### config.mk
export PLATFORM = sky130hd
export DESIGN_NAME = flash_erase_ctrl
export DESIGN_NICKNAME = d
export VERILOG_FILES = /design/src/logic/flash_erase_ctrl.v
export VERILOG_INCLUDE_DIRS = /design/src /design/src/logic
export SDC_FILE = /design/constraint.sdc
export NUM_CORES = 1
export LEC_CHECK = 0
export BUFFER_PORTS_ARGS = -buffer_cell sky130_fd_sc_hd__buf_2
export CORE_UTILIZATION = 38
export DETAILED_ROUTE_END_ITERATION = 16
export PLACE_DENSITY = 0.63
export SYNTH_ARGS = -nofsm -noshare
export SYNTH_HDL_FRONTEND = slang
export SYNTH_SLANG_ARGS = --single-unit
### constraint.sdc
create_clock -name mclk_i -period 6.32 [get_ports mclk_i]
set_input_delay 1.896 -clock mclk_i [delete_from_list [all_inputs] [get_ports mclk_i]]
set_output_delay 1.896 -clock mclk_i [all_outputs]
set_load 0.005 [all_outputs]
### src/logic/flash_erase_ctrl_defs.vh
// Constants for the parallel flash erase controller.
`ifndef FLASH_ERASE_CTRL_DEFS_VH
`define FLASH_ERASE_CTRL_DEFS_VH
`define FEC_OFF_CTRL 12'h000
`define FEC_OFF_ADDR 12'h004
`define FEC_OFF_STATUS 12'h008
`define FEC_OFF_RDATA 12'h00c
`define FEC_CMD_SECTOR 3'h1
`define FEC_CMD_BLOCK 3'h2
`define FEC_CMD_CHIP 3'h3
`define FEC_CMD_SUSPEND 3'h4
`define FEC_CMD_RESUME 3'h5
`define FEC_CMD_READ 3'h6
`define FEC_CMD_POLL 3'h7
`define FEC_CODE_SECTOR 16'h0050
`define FEC_CODE_BLOCK 16'h0030
`define FEC_CODE_CHIP 16'h0010
`define FEC_CODE_SUSPEND 16'h00b0
`define FEC_CODE_RESUME 16'h0030
`define FEC_CODE_UNLOCK1 16'h00aa
`define FEC_CODE_UNLOCK2 16'h0055
`define FEC_CODE_SETUP 16'h0080
`define FEC_ADDR_UNLOCK1 20'h00555
`define FEC_ADDR_UNLOCK2 20'h002aa
`define FEC_STROBE_NS 30
`define FEC_STROBE_CYC ((`FEC_STROBE_NS + 9) / 10)
`define FEC_BIT_POLL 7
`define FEC_BIT_TOGGLE 6
`define FEC_BIT_STOGGLE 2
`define FEC_REREADS 2
`endif

### src/logic/flash_erase_ctrl.v
// Host controller that issues erase, suspend and resume sequences to a x16 NOR flash.
// How it works
// - Sector erase is six writes ending with 50H at the sector address.
// - Block erase is six writes ending with 30H at the block address.
// - Boot-protect output is held steady during every command sequence.
// - Suspend is one write of B0H; reads may follow as soon as that write ends, with no waiting time.
// - Resume is one write of 30H at any address.
// - Chip erase is six writes ending with 10H at address 555H.
// - Status polls use the address inside the operation's target region.
// - A finished status is read once more; if that reread disagrees, failure is declared.
`timescale 1ns/1ps
`default_nettype none
`include "flash_erase_ctrl_defs.vh"
module flash_erase_ctrl #(
    parameter STROBE_CYC = `FEC_STROBE_CYC
) (
    input wire mclk_i,
    input wire rst_n_i,
    input wire psel_i,
    input wire penable_i,
    input wire pwrite_i,
    input wire [11:0] paddr_i,
    input wire [31:0] pwdata_i,
    output wire [31:0] prdata_o,
    output wire pready_o,
    output wire pslverr_o,
    output reg [19:0] flash_addr_o,
    output reg [15:0] flash_dq_o,
    output reg flash_dq_oe_o,
    input wire [15:0] flash_dq_i,
    output reg flash_ce_n_o,
    output reg flash_we_n_o,
    output reg flash_oe_n_o,
    output reg boot_protect_n_o,
    input wire ready_busy_n_i
);
    localparam ST_IDLE = 3'h0;
    localparam ST_SETUP = 3'h1;
    localparam ST_LOW = 3'h2;
    localparam ST_HIGH = 3'h3;
    localparam ST_RD = 3'h4;
    localparam ST_RDGAP = 3'h5;
    localparam [1:0] REREAD_LAST = 2'd`FEC_REREADS - 2'd1;

    reg [2:0] state_reg;
    reg [2:0] cmd_reg;
    reg [2:0] step_reg;
    reg [2:0] nsteps_reg;
    reg [7:0] cnt_reg;
    reg [19:0] target_reg;
    reg [15:0] rdata_reg;
    reg [15:0] prev_reg;
    reg [1:0] rd_idx_reg;
    reg wp_cfg_reg;
    reg suspended_reg;
    reg done_reg;
    reg fail_reg;
    reg poll_toggle_reg;
    reg [1:0] reread_reg;
    reg [19:0] wr_addr;
    reg [15:0] wr_data;
    reg [31:0] rd_mux;

    wire bus_wr = psel_i & penable_i & pwrite_i;
    wire one_shot = pwdata_i[2:0] == `FEC_CMD_SUSPEND || pwdata_i[2:0] == `FEC_CMD_RESUME;
    wire busy_flash = ~ready_busy_n_i;
    wire poll_cmd = pwdata_i[2:0] == `FEC_CMD_POLL;
    wire resume_ok = pwdata_i[2:0] == `FEC_CMD_RESUME && suspended_reg;
    wire suspend_ok = pwdata_i[2:0] == `FEC_CMD_SUSPEND && busy_flash && !suspended_reg;
    wire idle_ok = !busy_flash && !suspended_reg;
    wire start_ok = state_reg == ST_IDLE && ((idle_ok && !one_shot) || suspend_ok || resume_ok
        || poll_cmd || (suspended_reg && pwdata_i[2:0] == `FEC_CMD_READ));
    wire ctrl_wr = bus_wr && paddr_i == `FEC_OFF_CTRL;
    wire [15:0] cur = rd_idx_reg == 2'h0 ? prev_reg : flash_dq_i;

    assign pready_o = 1'b1;
    assign pslverr_o = 1'b0;
    assign prdata_o = rd_mux;

    always @* begin
        rd_mux = 32'h0;
        if (paddr_i == `FEC_OFF_CTRL) begin
            rd_mux = {28'h0, wp_cfg_reg, cmd_reg};
        end else if (paddr_i == `FEC_OFF_ADDR) begin
            rd_mux = {12'h0, target_reg};
        end else if (paddr_i == `FEC_OFF_STATUS) begin
            rd_mux = {24'h0, poll_toggle_reg, reread_reg, fail_reg, done_reg, suspended_reg,
                busy_flash, state_reg != ST_IDLE};
        end else if (paddr_i == `FEC_OFF_RDATA) begin
            rd_mux = {16'h0, rdata_reg};
        end
    end

    always @* begin
        wr_addr = target_reg;
        wr_data = 16'h0;
        case (step_reg)
            3'h0: begin
                wr_addr = `FEC_ADDR_UNLOCK1;
                wr_data = `FEC_CODE_UNLOCK1;
            end
            3'h1: begin
                wr_addr = `FEC_ADDR_UNLOCK2;
                wr_data = `FEC_CODE_UNLOCK2;
            end
            3'h2: begin
                wr_addr = `FEC_ADDR_UNLOCK1;
                wr_data = `FEC_CODE_SETUP;
            end
            3'h3: begin
                wr_addr = `FEC_ADDR_UNLOCK1;
                wr_data = `FEC_CODE_UNLOCK1;
            end
            3'h4: begin
                wr_addr = `FEC_ADDR_UNLOCK2;
                wr_data = `FEC_CODE_UNLOCK2;
            end
            default: begin
                wr_addr = target_reg;
                wr_data = `FEC_CODE_BLOCK;
            end
        endcase
        if (step_reg == 3'h5 || nsteps_reg == 3'h1) begin
            if (cmd_reg == `FEC_CMD_SECTOR) begin
                wr_data = `FEC_CODE_SECTOR;
            end else if (cmd_reg == `FEC_CMD_CHIP) begin
                wr_addr = `FEC_ADDR_UNLOCK1;
                wr_data = `FEC_CODE_CHIP;
            end else if (cmd_reg == `FEC_CMD_SUSPEND) begin
                wr_data = `FEC_CODE_SUSPEND;
            end else if (cmd_reg == `FEC_CMD_RESUME) begin
                wr_data = `FEC_CODE_RESUME;
            end
        end
    end

    always @(posedge mclk_i) begin
        if (!rst_n_i) begin
            state_reg <= ST_IDLE;
            cmd_reg <= 3'h0;
            step_reg <= 3'h0;
            nsteps_reg <= 3'h0;
            cnt_reg <= 8'h0;
            target_reg <= 20'h0;
            rdata_reg <= 16'h0;
            prev_reg <= 16'h0;
            rd_idx_reg <= 2'h0;
            wp_cfg_reg <= 1'b1;
            suspended_reg <= 1'b0;
            done_reg <= 1'b0;
            fail_reg <= 1'b0;
            poll_toggle_reg <= 1'b0;
            reread_reg <= 2'h0;
            flash_addr_o <= 20'h0;
            flash_dq_o <= 16'h0;
            flash_dq_oe_o <= 1'b0;
            flash_ce_n_o <= 1'b1;
            flash_we_n_o <= 1'b1;
            flash_oe_n_o <= 1'b1;
            boot_protect_n_o <= 1'b1;
        end else begin
            if (bus_wr && paddr_i == `FEC_OFF_ADDR && state_reg == ST_IDLE) begin
                target_reg <= pwdata_i[19:0];
            end
            if (ctrl_wr && state_reg == ST_IDLE) begin
                wp_cfg_reg <= pwdata_i[3];
                boot_protect_n_o <= pwdata_i[3];
            end
            if (ctrl_wr && start_ok) begin
                cmd_reg <= pwdata_i[2:0];
                step_reg <= 3'h0;
                done_reg <= 1'b0;
                fail_reg <= 1'b0;
                cnt_reg <= 8'h0;
                if (pwdata_i[2:0] == `FEC_CMD_READ || poll_cmd) begin
                    nsteps_reg <= 3'h0;
                    flash_addr_o <= target_reg;
                    rd_idx_reg <= 2'h0;
                    reread_reg <= 2'h0;
                    state_reg <= ST_RD;
                end else if (pwdata_i[2:0] == `FEC_CMD_SUSPEND || resume_ok) begin
                    nsteps_reg <= 3'h1;
                    step_reg <= 3'h5;
                    state_reg <= ST_SETUP;
                end else if (pwdata_i[2:0] != 3'h0) begin
                    nsteps_reg <= 3'h6;
                    state_reg <= ST_SETUP;
                end
            end
            case (state_reg)
                ST_SETUP: begin
                    flash_addr_o <= wr_addr;
                    flash_dq_o <= wr_data;
                    flash_dq_oe_o <= 1'b1;
                    flash_oe_n_o <= 1'b1;
                    flash_ce_n_o <= 1'b0;
                    cnt_reg <= 8'h0;
                    state_reg <= ST_LOW;
                end
                ST_LOW: begin
                    flash_we_n_o <= 1'b0;
                    cnt_reg <= cnt_reg + 8'h1;
                    if (cnt_reg == STROBE_CYC[7:0]) begin
                        flash_we_n_o <= 1'b1;
                        cnt_reg <= 8'h0;
                        state_reg <= ST_HIGH;
                    end
                end
                ST_HIGH: begin
                    cnt_reg <= cnt_reg + 8'h1;
                    if (cnt_reg == STROBE_CYC[7:0]) begin
                        flash_ce_n_o <= 1'b1;
                        flash_dq_oe_o <= 1'b0;
                        if (step_reg == 3'h5) begin
                            done_reg <= 1'b1;
                            if (cmd_reg == `FEC_CMD_SUSPEND) begin
                                suspended_reg <= 1'b1;
                            end else if (cmd_reg == `FEC_CMD_RESUME) begin
                                suspended_reg <= 1'b0;
                            end
                            state_reg <= ST_IDLE;
                        end else begin
                            step_reg <= step_reg + 3'h1;
                            state_reg <= ST_SETUP;
                        end
                    end
                end
                ST_RD: begin
                    flash_addr_o <= target_reg;
                    flash_ce_n_o <= 1'b0;
                    flash_oe_n_o <= 1'b0;
                    flash_we_n_o <= 1'b1;
                    cnt_reg <= cnt_reg + 8'h1;
                    if (cnt_reg == STROBE_CYC[7:0]) begin
                        flash_oe_n_o <= 1'b1;
                        flash_ce_n_o <= 1'b1;
                        cnt_reg <= 8'h0;
                        prev_reg <= flash_dq_i;
                        rdata_reg <= flash_dq_i;
                        state_reg <= ST_RDGAP;
                        if (cmd_reg != `FEC_CMD_POLL || rd_idx_reg == 2'h0) begin
                            rd_idx_reg <= rd_idx_reg + 2'h1;
                            if (cmd_reg != `FEC_CMD_POLL) begin
                                done_reg <= 1'b1;
                                state_reg <= ST_IDLE;
                            end
                        end else if (cur[`FEC_BIT_TOGGLE] == prev_reg[`FEC_BIT_TOGGLE]
                            && cur[`FEC_BIT_POLL]) begin
                            // Toggling stopped and polling bit is 1: erase is over.
                            reread_reg <= reread_reg + 2'h1;
                            if (reread_reg == REREAD_LAST) begin
                                done_reg <= 1'b1;
                                state_reg <= ST_IDLE;
                            end
                        end else if (reread_reg != 2'h0) begin
                            fail_reg <= 1'b1;
                            done_reg <= 1'b1;
                            state_reg <= ST_IDLE;
                        end else begin
                            poll_toggle_reg <= cur[`FEC_BIT_STOGGLE];
                        end
                    end
                end
                ST_RDGAP: begin
                    cnt_reg <= cnt_reg + 8'h1;
                    if (cnt_reg == STROBE_CYC[7:0]) begin
                        cnt_reg <= 8'h0;
                        state_reg <= ST_RD;
                    end
                end
                default: begin
                    flash_ce_n_o <= 1'b1;
                    flash_we_n_o <= 1'b1;
                    flash_oe_n_o <= 1'b1;
                end
            endcase
        end
    end
endmodule
`default_nettype wire

Word level (Yosys, flattened, before mapping)
Cells that the tools add are included.

word-level totals
  flip-flop bits (word level) = 105
  output and inout port bits = 75
  logic and storage cells = 190

cells by class
  add/sub/neg operators = 4
  equal/unequal tests = 27
  muxes and demuxes = 81
  bitwise gates (word level) = 7
  reduce and logical (&&, ||, !) cells = 51

operators by type and width
  kind                                             number
  2-to-1 mux 20 bit                                6
  2-to-1 mux 16 bit                                7
  one-hot mux 20 bit (2 select lines)              2
  2-to-1 mux 3 bit                                 22
  one-hot mux 8 bit (3 select lines)               2
  2-to-1 mux 32 bit                                1
  == test 3 bit (second input constant)            10
  == test 12 x 4 -> 1 bit (second input constant)  2
  2-to-1 mux 8 bit                                 3
  2-to-1 mux 2 bit                                 11
  2-to-1 mux 1 bit                                 21
  == test 3 x 2 -> 1 bit (second input constant)   5
  one-hot mux 3 bit (5 select lines)               1
  nonzero test 3 bit                               5
  logical AND 1 bit                                13
  == test 12 x 3 -> 1 bit (second input constant)  1
  == test 3 x 1 -> 1 bit (second input constant)   4
  zero test 12 bit                                 1
  OR reduction 3 bit                               4
  AND reduction 2 bit                              5
  logical OR 1 bit                                 9
  adder 8 x 1 -> 8 bit (second input constant)     1
  == test 8 x 2 -> 1 bit (second input constant)   1
  one-hot mux 1 bit (2 select lines)               4
  17 further kinds                                 29

Depth between registers and ports, before layout
  word-level depth = 16
  depth in mapped cells = 8
  gate-level depth less buffers = 7

Worst setup path after synthesis
Ideal clock, no wire load.

  kind = in2out
  from = input paddr_i[3]
  to = output prdata_o[16]
  arrival time = 2.947 ns
  data required time = 4.424 ns
  path slack = 1.477 ns
  stages = 4
  path buffers = 2
  path through = clkbuf_1 buf_1 nor2_1 and2_1

on the way
  word-level cells in the longest chain between the ends = 3
  elaborated cells between the ends (all ways) = 4
  classes of those cells = eq/ne (1); mux (2); reduce/logical (1)

RTL lines
  element                                   line                   RTL
  start, declared                           flash_erase_ctrl.v:22  input wire [11:0] paddr_i,
  == test 12 x 3 -> 1 bit (no source line)  --
  2-to-1 mux 20 bit                         flash_erase_ctrl.v:84  end else if (paddr_i == `FEC_OFF_ADDR) begin
  2-to-1 mux 32 bit (*)                     flash_erase_ctrl.v:82  if (paddr_i == `FEC_OFF_CTRL) begin
  end, declared                             flash_erase_ctrl.v:24  output wire [31:0] prdata_o,

Mark *: on every way between the ends. The rest lies on a longest branch, timed or not.

Worst setup path in the final report
  from = input paddr_i[7]
  to = output prdata_o[18]

Same word-level chain as after synthesis.

==> impl_results.md <==
- Status: complete, no violations
- Drt via density: ~5.3
- Setup violations, final: 0
- Top_reg_cell synth: dfxtp_1
- CP Data Arrival Time: approximately 3300 ps
- Total CTS buffers: 9
- Worst-skew pair later-pin latency: 350 ps
- Clock Skew: a little under 8 ps
- Die Area: between 10,000 and 15,000 sq um
- CP peak stage delay: around 350 ps
- Main combinational cell family by area after synthesis: simple AND/OR/NAND/NOR gates
- Share of cells above drive strength 1: 0.219
- Synth Area in Compound Gates: 0.196
- Worst path slowest cell: nor4_1
- Setup slack, reg-to-reg: about 3300 ps
- Ant diodes: 0
- Starting Density: 0.389
- CP Class: in2out
- Crit-path most repeated cell: buf_2
- Area leader, netlist: dfxtp_1
- Worst path cell trace: buf_2, nor4_1, nand4_1, buf_4, nor2_1, and2_1, buf_2
- # hold bufs at CTS: 0
- Register Area: approximately 1900 sq um
- Antenna-violating nets left: 0
- Clock Pin Slew Worst Setup and Hold Paths: approximately 70 ps
- Register bit total from synthesis: 94
- DRT iter0 DRCs: around 270
- Top-count cell post-synth: nand2_1
- Htree depth: 3
- Endpoint type of the worst setup path: output port
- Maxcap violations: 0
- Req. time, crit path: between 4000 and 5000 ps
- Final GP Congestion: approximately 0.86
- Post-CTS setup buffer count: 0
- CTS tree: yes
- Final Slew Violations: 0
- Drt first pass iters: 5
- Num rows: 41
- RSZ-0062 raised after global routing: false
- Startpoint types: input port
- Layout Cells excl Fill: between 800 and 900
- CTS max path bufs: 2
- Syn Inst Count: a little over 600
- Setup TNS: 0 ps
- Total number of vias: 4,586
- Fill cells: roughly 1,200
- Peak VDD IR: 112 uV
- GR Overflow Total: 0
- Clock Sinks: 94
- Relative slew slack: 0.148
- Final Routed Wirelength: ~13,000 um
- Multi-input gate area: about 2700 sq um
- DRC violations left: 0
- Post_cts resized: 0
- Vias in the first global route: between 3,000 and 4,000
- Area growth syn-to-layout: 17.0%
- Yosys warns: 0
- All-Layer GR Usage: 0.198
- Leakage power figure: 2.21 nW
- Register area share after synthesis: 0.385
- Fmax: 194 MHz
- Global-route wire length before repair: ~20,000 um
- Avg Inst Size Synth: 8.07 sq um
- Top cells by count, synth: nand2_1 (111), dfxtp_1 (94), a21oi_1 (66), nor2_1 (41), clkbuf_1 (31)
- Post-Synth XOR/XNOR Area: 0.00179
- Ys async rst share: 0
- Netlist cell types: 64
- Final Util: 0.455
- Tcrit/Tclk final: 0.815
- Fin crit period: 5150 ps
- Power Density: approximately 210 nW/um^2
- Post-route cell area: 5720 sq um
- Core box area: 12,600 sq um
- Simple-gate share of the synthesized area: 0.254
- Mux contribution to synthesized area: 0.0627
- Largest net degree at the start of global routing: between 40 and 50
- Routed wire length per instance: 15.2 um
- Post-layout nets: ~760
- Synth top area share: 0.385
- Worst-path fanout max: 11
- Boundary Pins: around 140
- Hold crit path type: reg2reg
- CTS Root Cell: clkbuf_16
- Initial antenna violation count: 0
- Synth area leaders: dfxtp_1 (38%), nand2_1 (8.5%), a21oi_1 (6.8%), buf_4 (3.7%), mux2i_1 (3.3%)
- DP HPWL: just under 10,000 um
- # port buffers: between 100 and 150
- Mapped cell area: about 4900 sq um
- Post-Synth Adder-Cell Area: 0.0205
- Post-DP Area: between 5000 and 6000 sq um
- Final hold vios: 0
- Number of flops mapped to enable cells by yosys: 0
- Die X: approximately 120 um
- Post-Place Cells: 849
- Height of the die: ~120 um
- Measured slew at the worst slew-check pin: about 1300 ps
==> cells by family after synthesis <==
kind of cell,Yosys count
flip-flops,94
multiplexers,26
buffers and inverters,76
AND/OR/NAND/NOR,255
adder cells (fa/ha/maj),8
XOR/XNOR,1
AO/OA/AOI/OAI,144
other,2
==> final timing paths <==
path / from / endpoint / cells after the start
worst min-delay path: flash_dq_o[5] / flash_dq_o[5] / 2
worst max register to register: state_reg[1] / cnt_reg[7] / 5
worst min register to register: flash_dq_o[5] / flash_dq_o[5] / 2
worst max-delay path: paddr_i[7] / prdata_o[18] / 7
==> routing by layer <==
layer | GRT usage | up-vias | share of wire
met4 | 0.0528 | 0 | 0.0088
met2 | 0.303 | 146 | 0.46
met1 | 0.277 | 2157 | 0.48
li1 | - | 2270 | -
met3 | 0.0492 | 13 | 0.056
met5 | 0 | - | 0
==> where the power goes <==
group,total (W),internal [W],switching (W)
Clock,0.000552,0.000310,0.000243
Combinational,0.0000512,0.0000201,0.0000312
Sequential,0.000592,0.000592,0.000000117
Total,0.00120,0.000922,0.000274
==> final cells by class <==
| class | count | area share |
|---|---|---|
| multi-input cells | 456 | 0.473 |
| flip-flops and latches | 94 | 0.329 |
| repair buffers | 109 | 0.0967 |
| clock buffers | 10 | 0.0400 |
| well taps | 172 | 0.0376 |
| clock inverters | 6 | 0.0120 |
| inverters | 18 | 0.0118 |
==> cells in the final DEF (no fill, tap or decap), types with 3 or more instances in the layout <==
master	n
or4_1	3
o211ai_1	4
buf_2	106
or3_1	3
o21ai_0	12
nor4_1	4
o31ai_1	7
ha_1	8
a32o_1	10
buf_4	3
a22oi_1	4
a211oi_1	10
nor3_1	9
inv_1	17
mux2_2	7
o221a_2	6
nor2b_1	16
and2_1	7
a21boi_0	5
nand3b_1	9
mux2i_1	16
conb_1	22
nor2_1	41
dfxtp_1	94
nand2b_1	4
nand3_1	18
mux4_2	3
o22ai_1	3
nand2_1	111
clkbuf_16	9
a21oi_1	66
nand4_1	11
==> worst max-delay path: cells and delay by family <==
family | cells | cell delay (ps)
and+or+nand+nor | 4 | 950
buffers and inverters | 3 | 400
==> stage by stage <==
step	worst slack [ps]	power [W]	hold slack, ps
after floorplan	1480	0.000642	433
after global placement	1190	0.000655	439
after detailed placement	1150	0.000656	445
after CTS	1150	0.00120	455
after global routing	983	0.00124	481
final	1170	0.00120	450
Note: power is estimated with default switching activity, not from simulation.
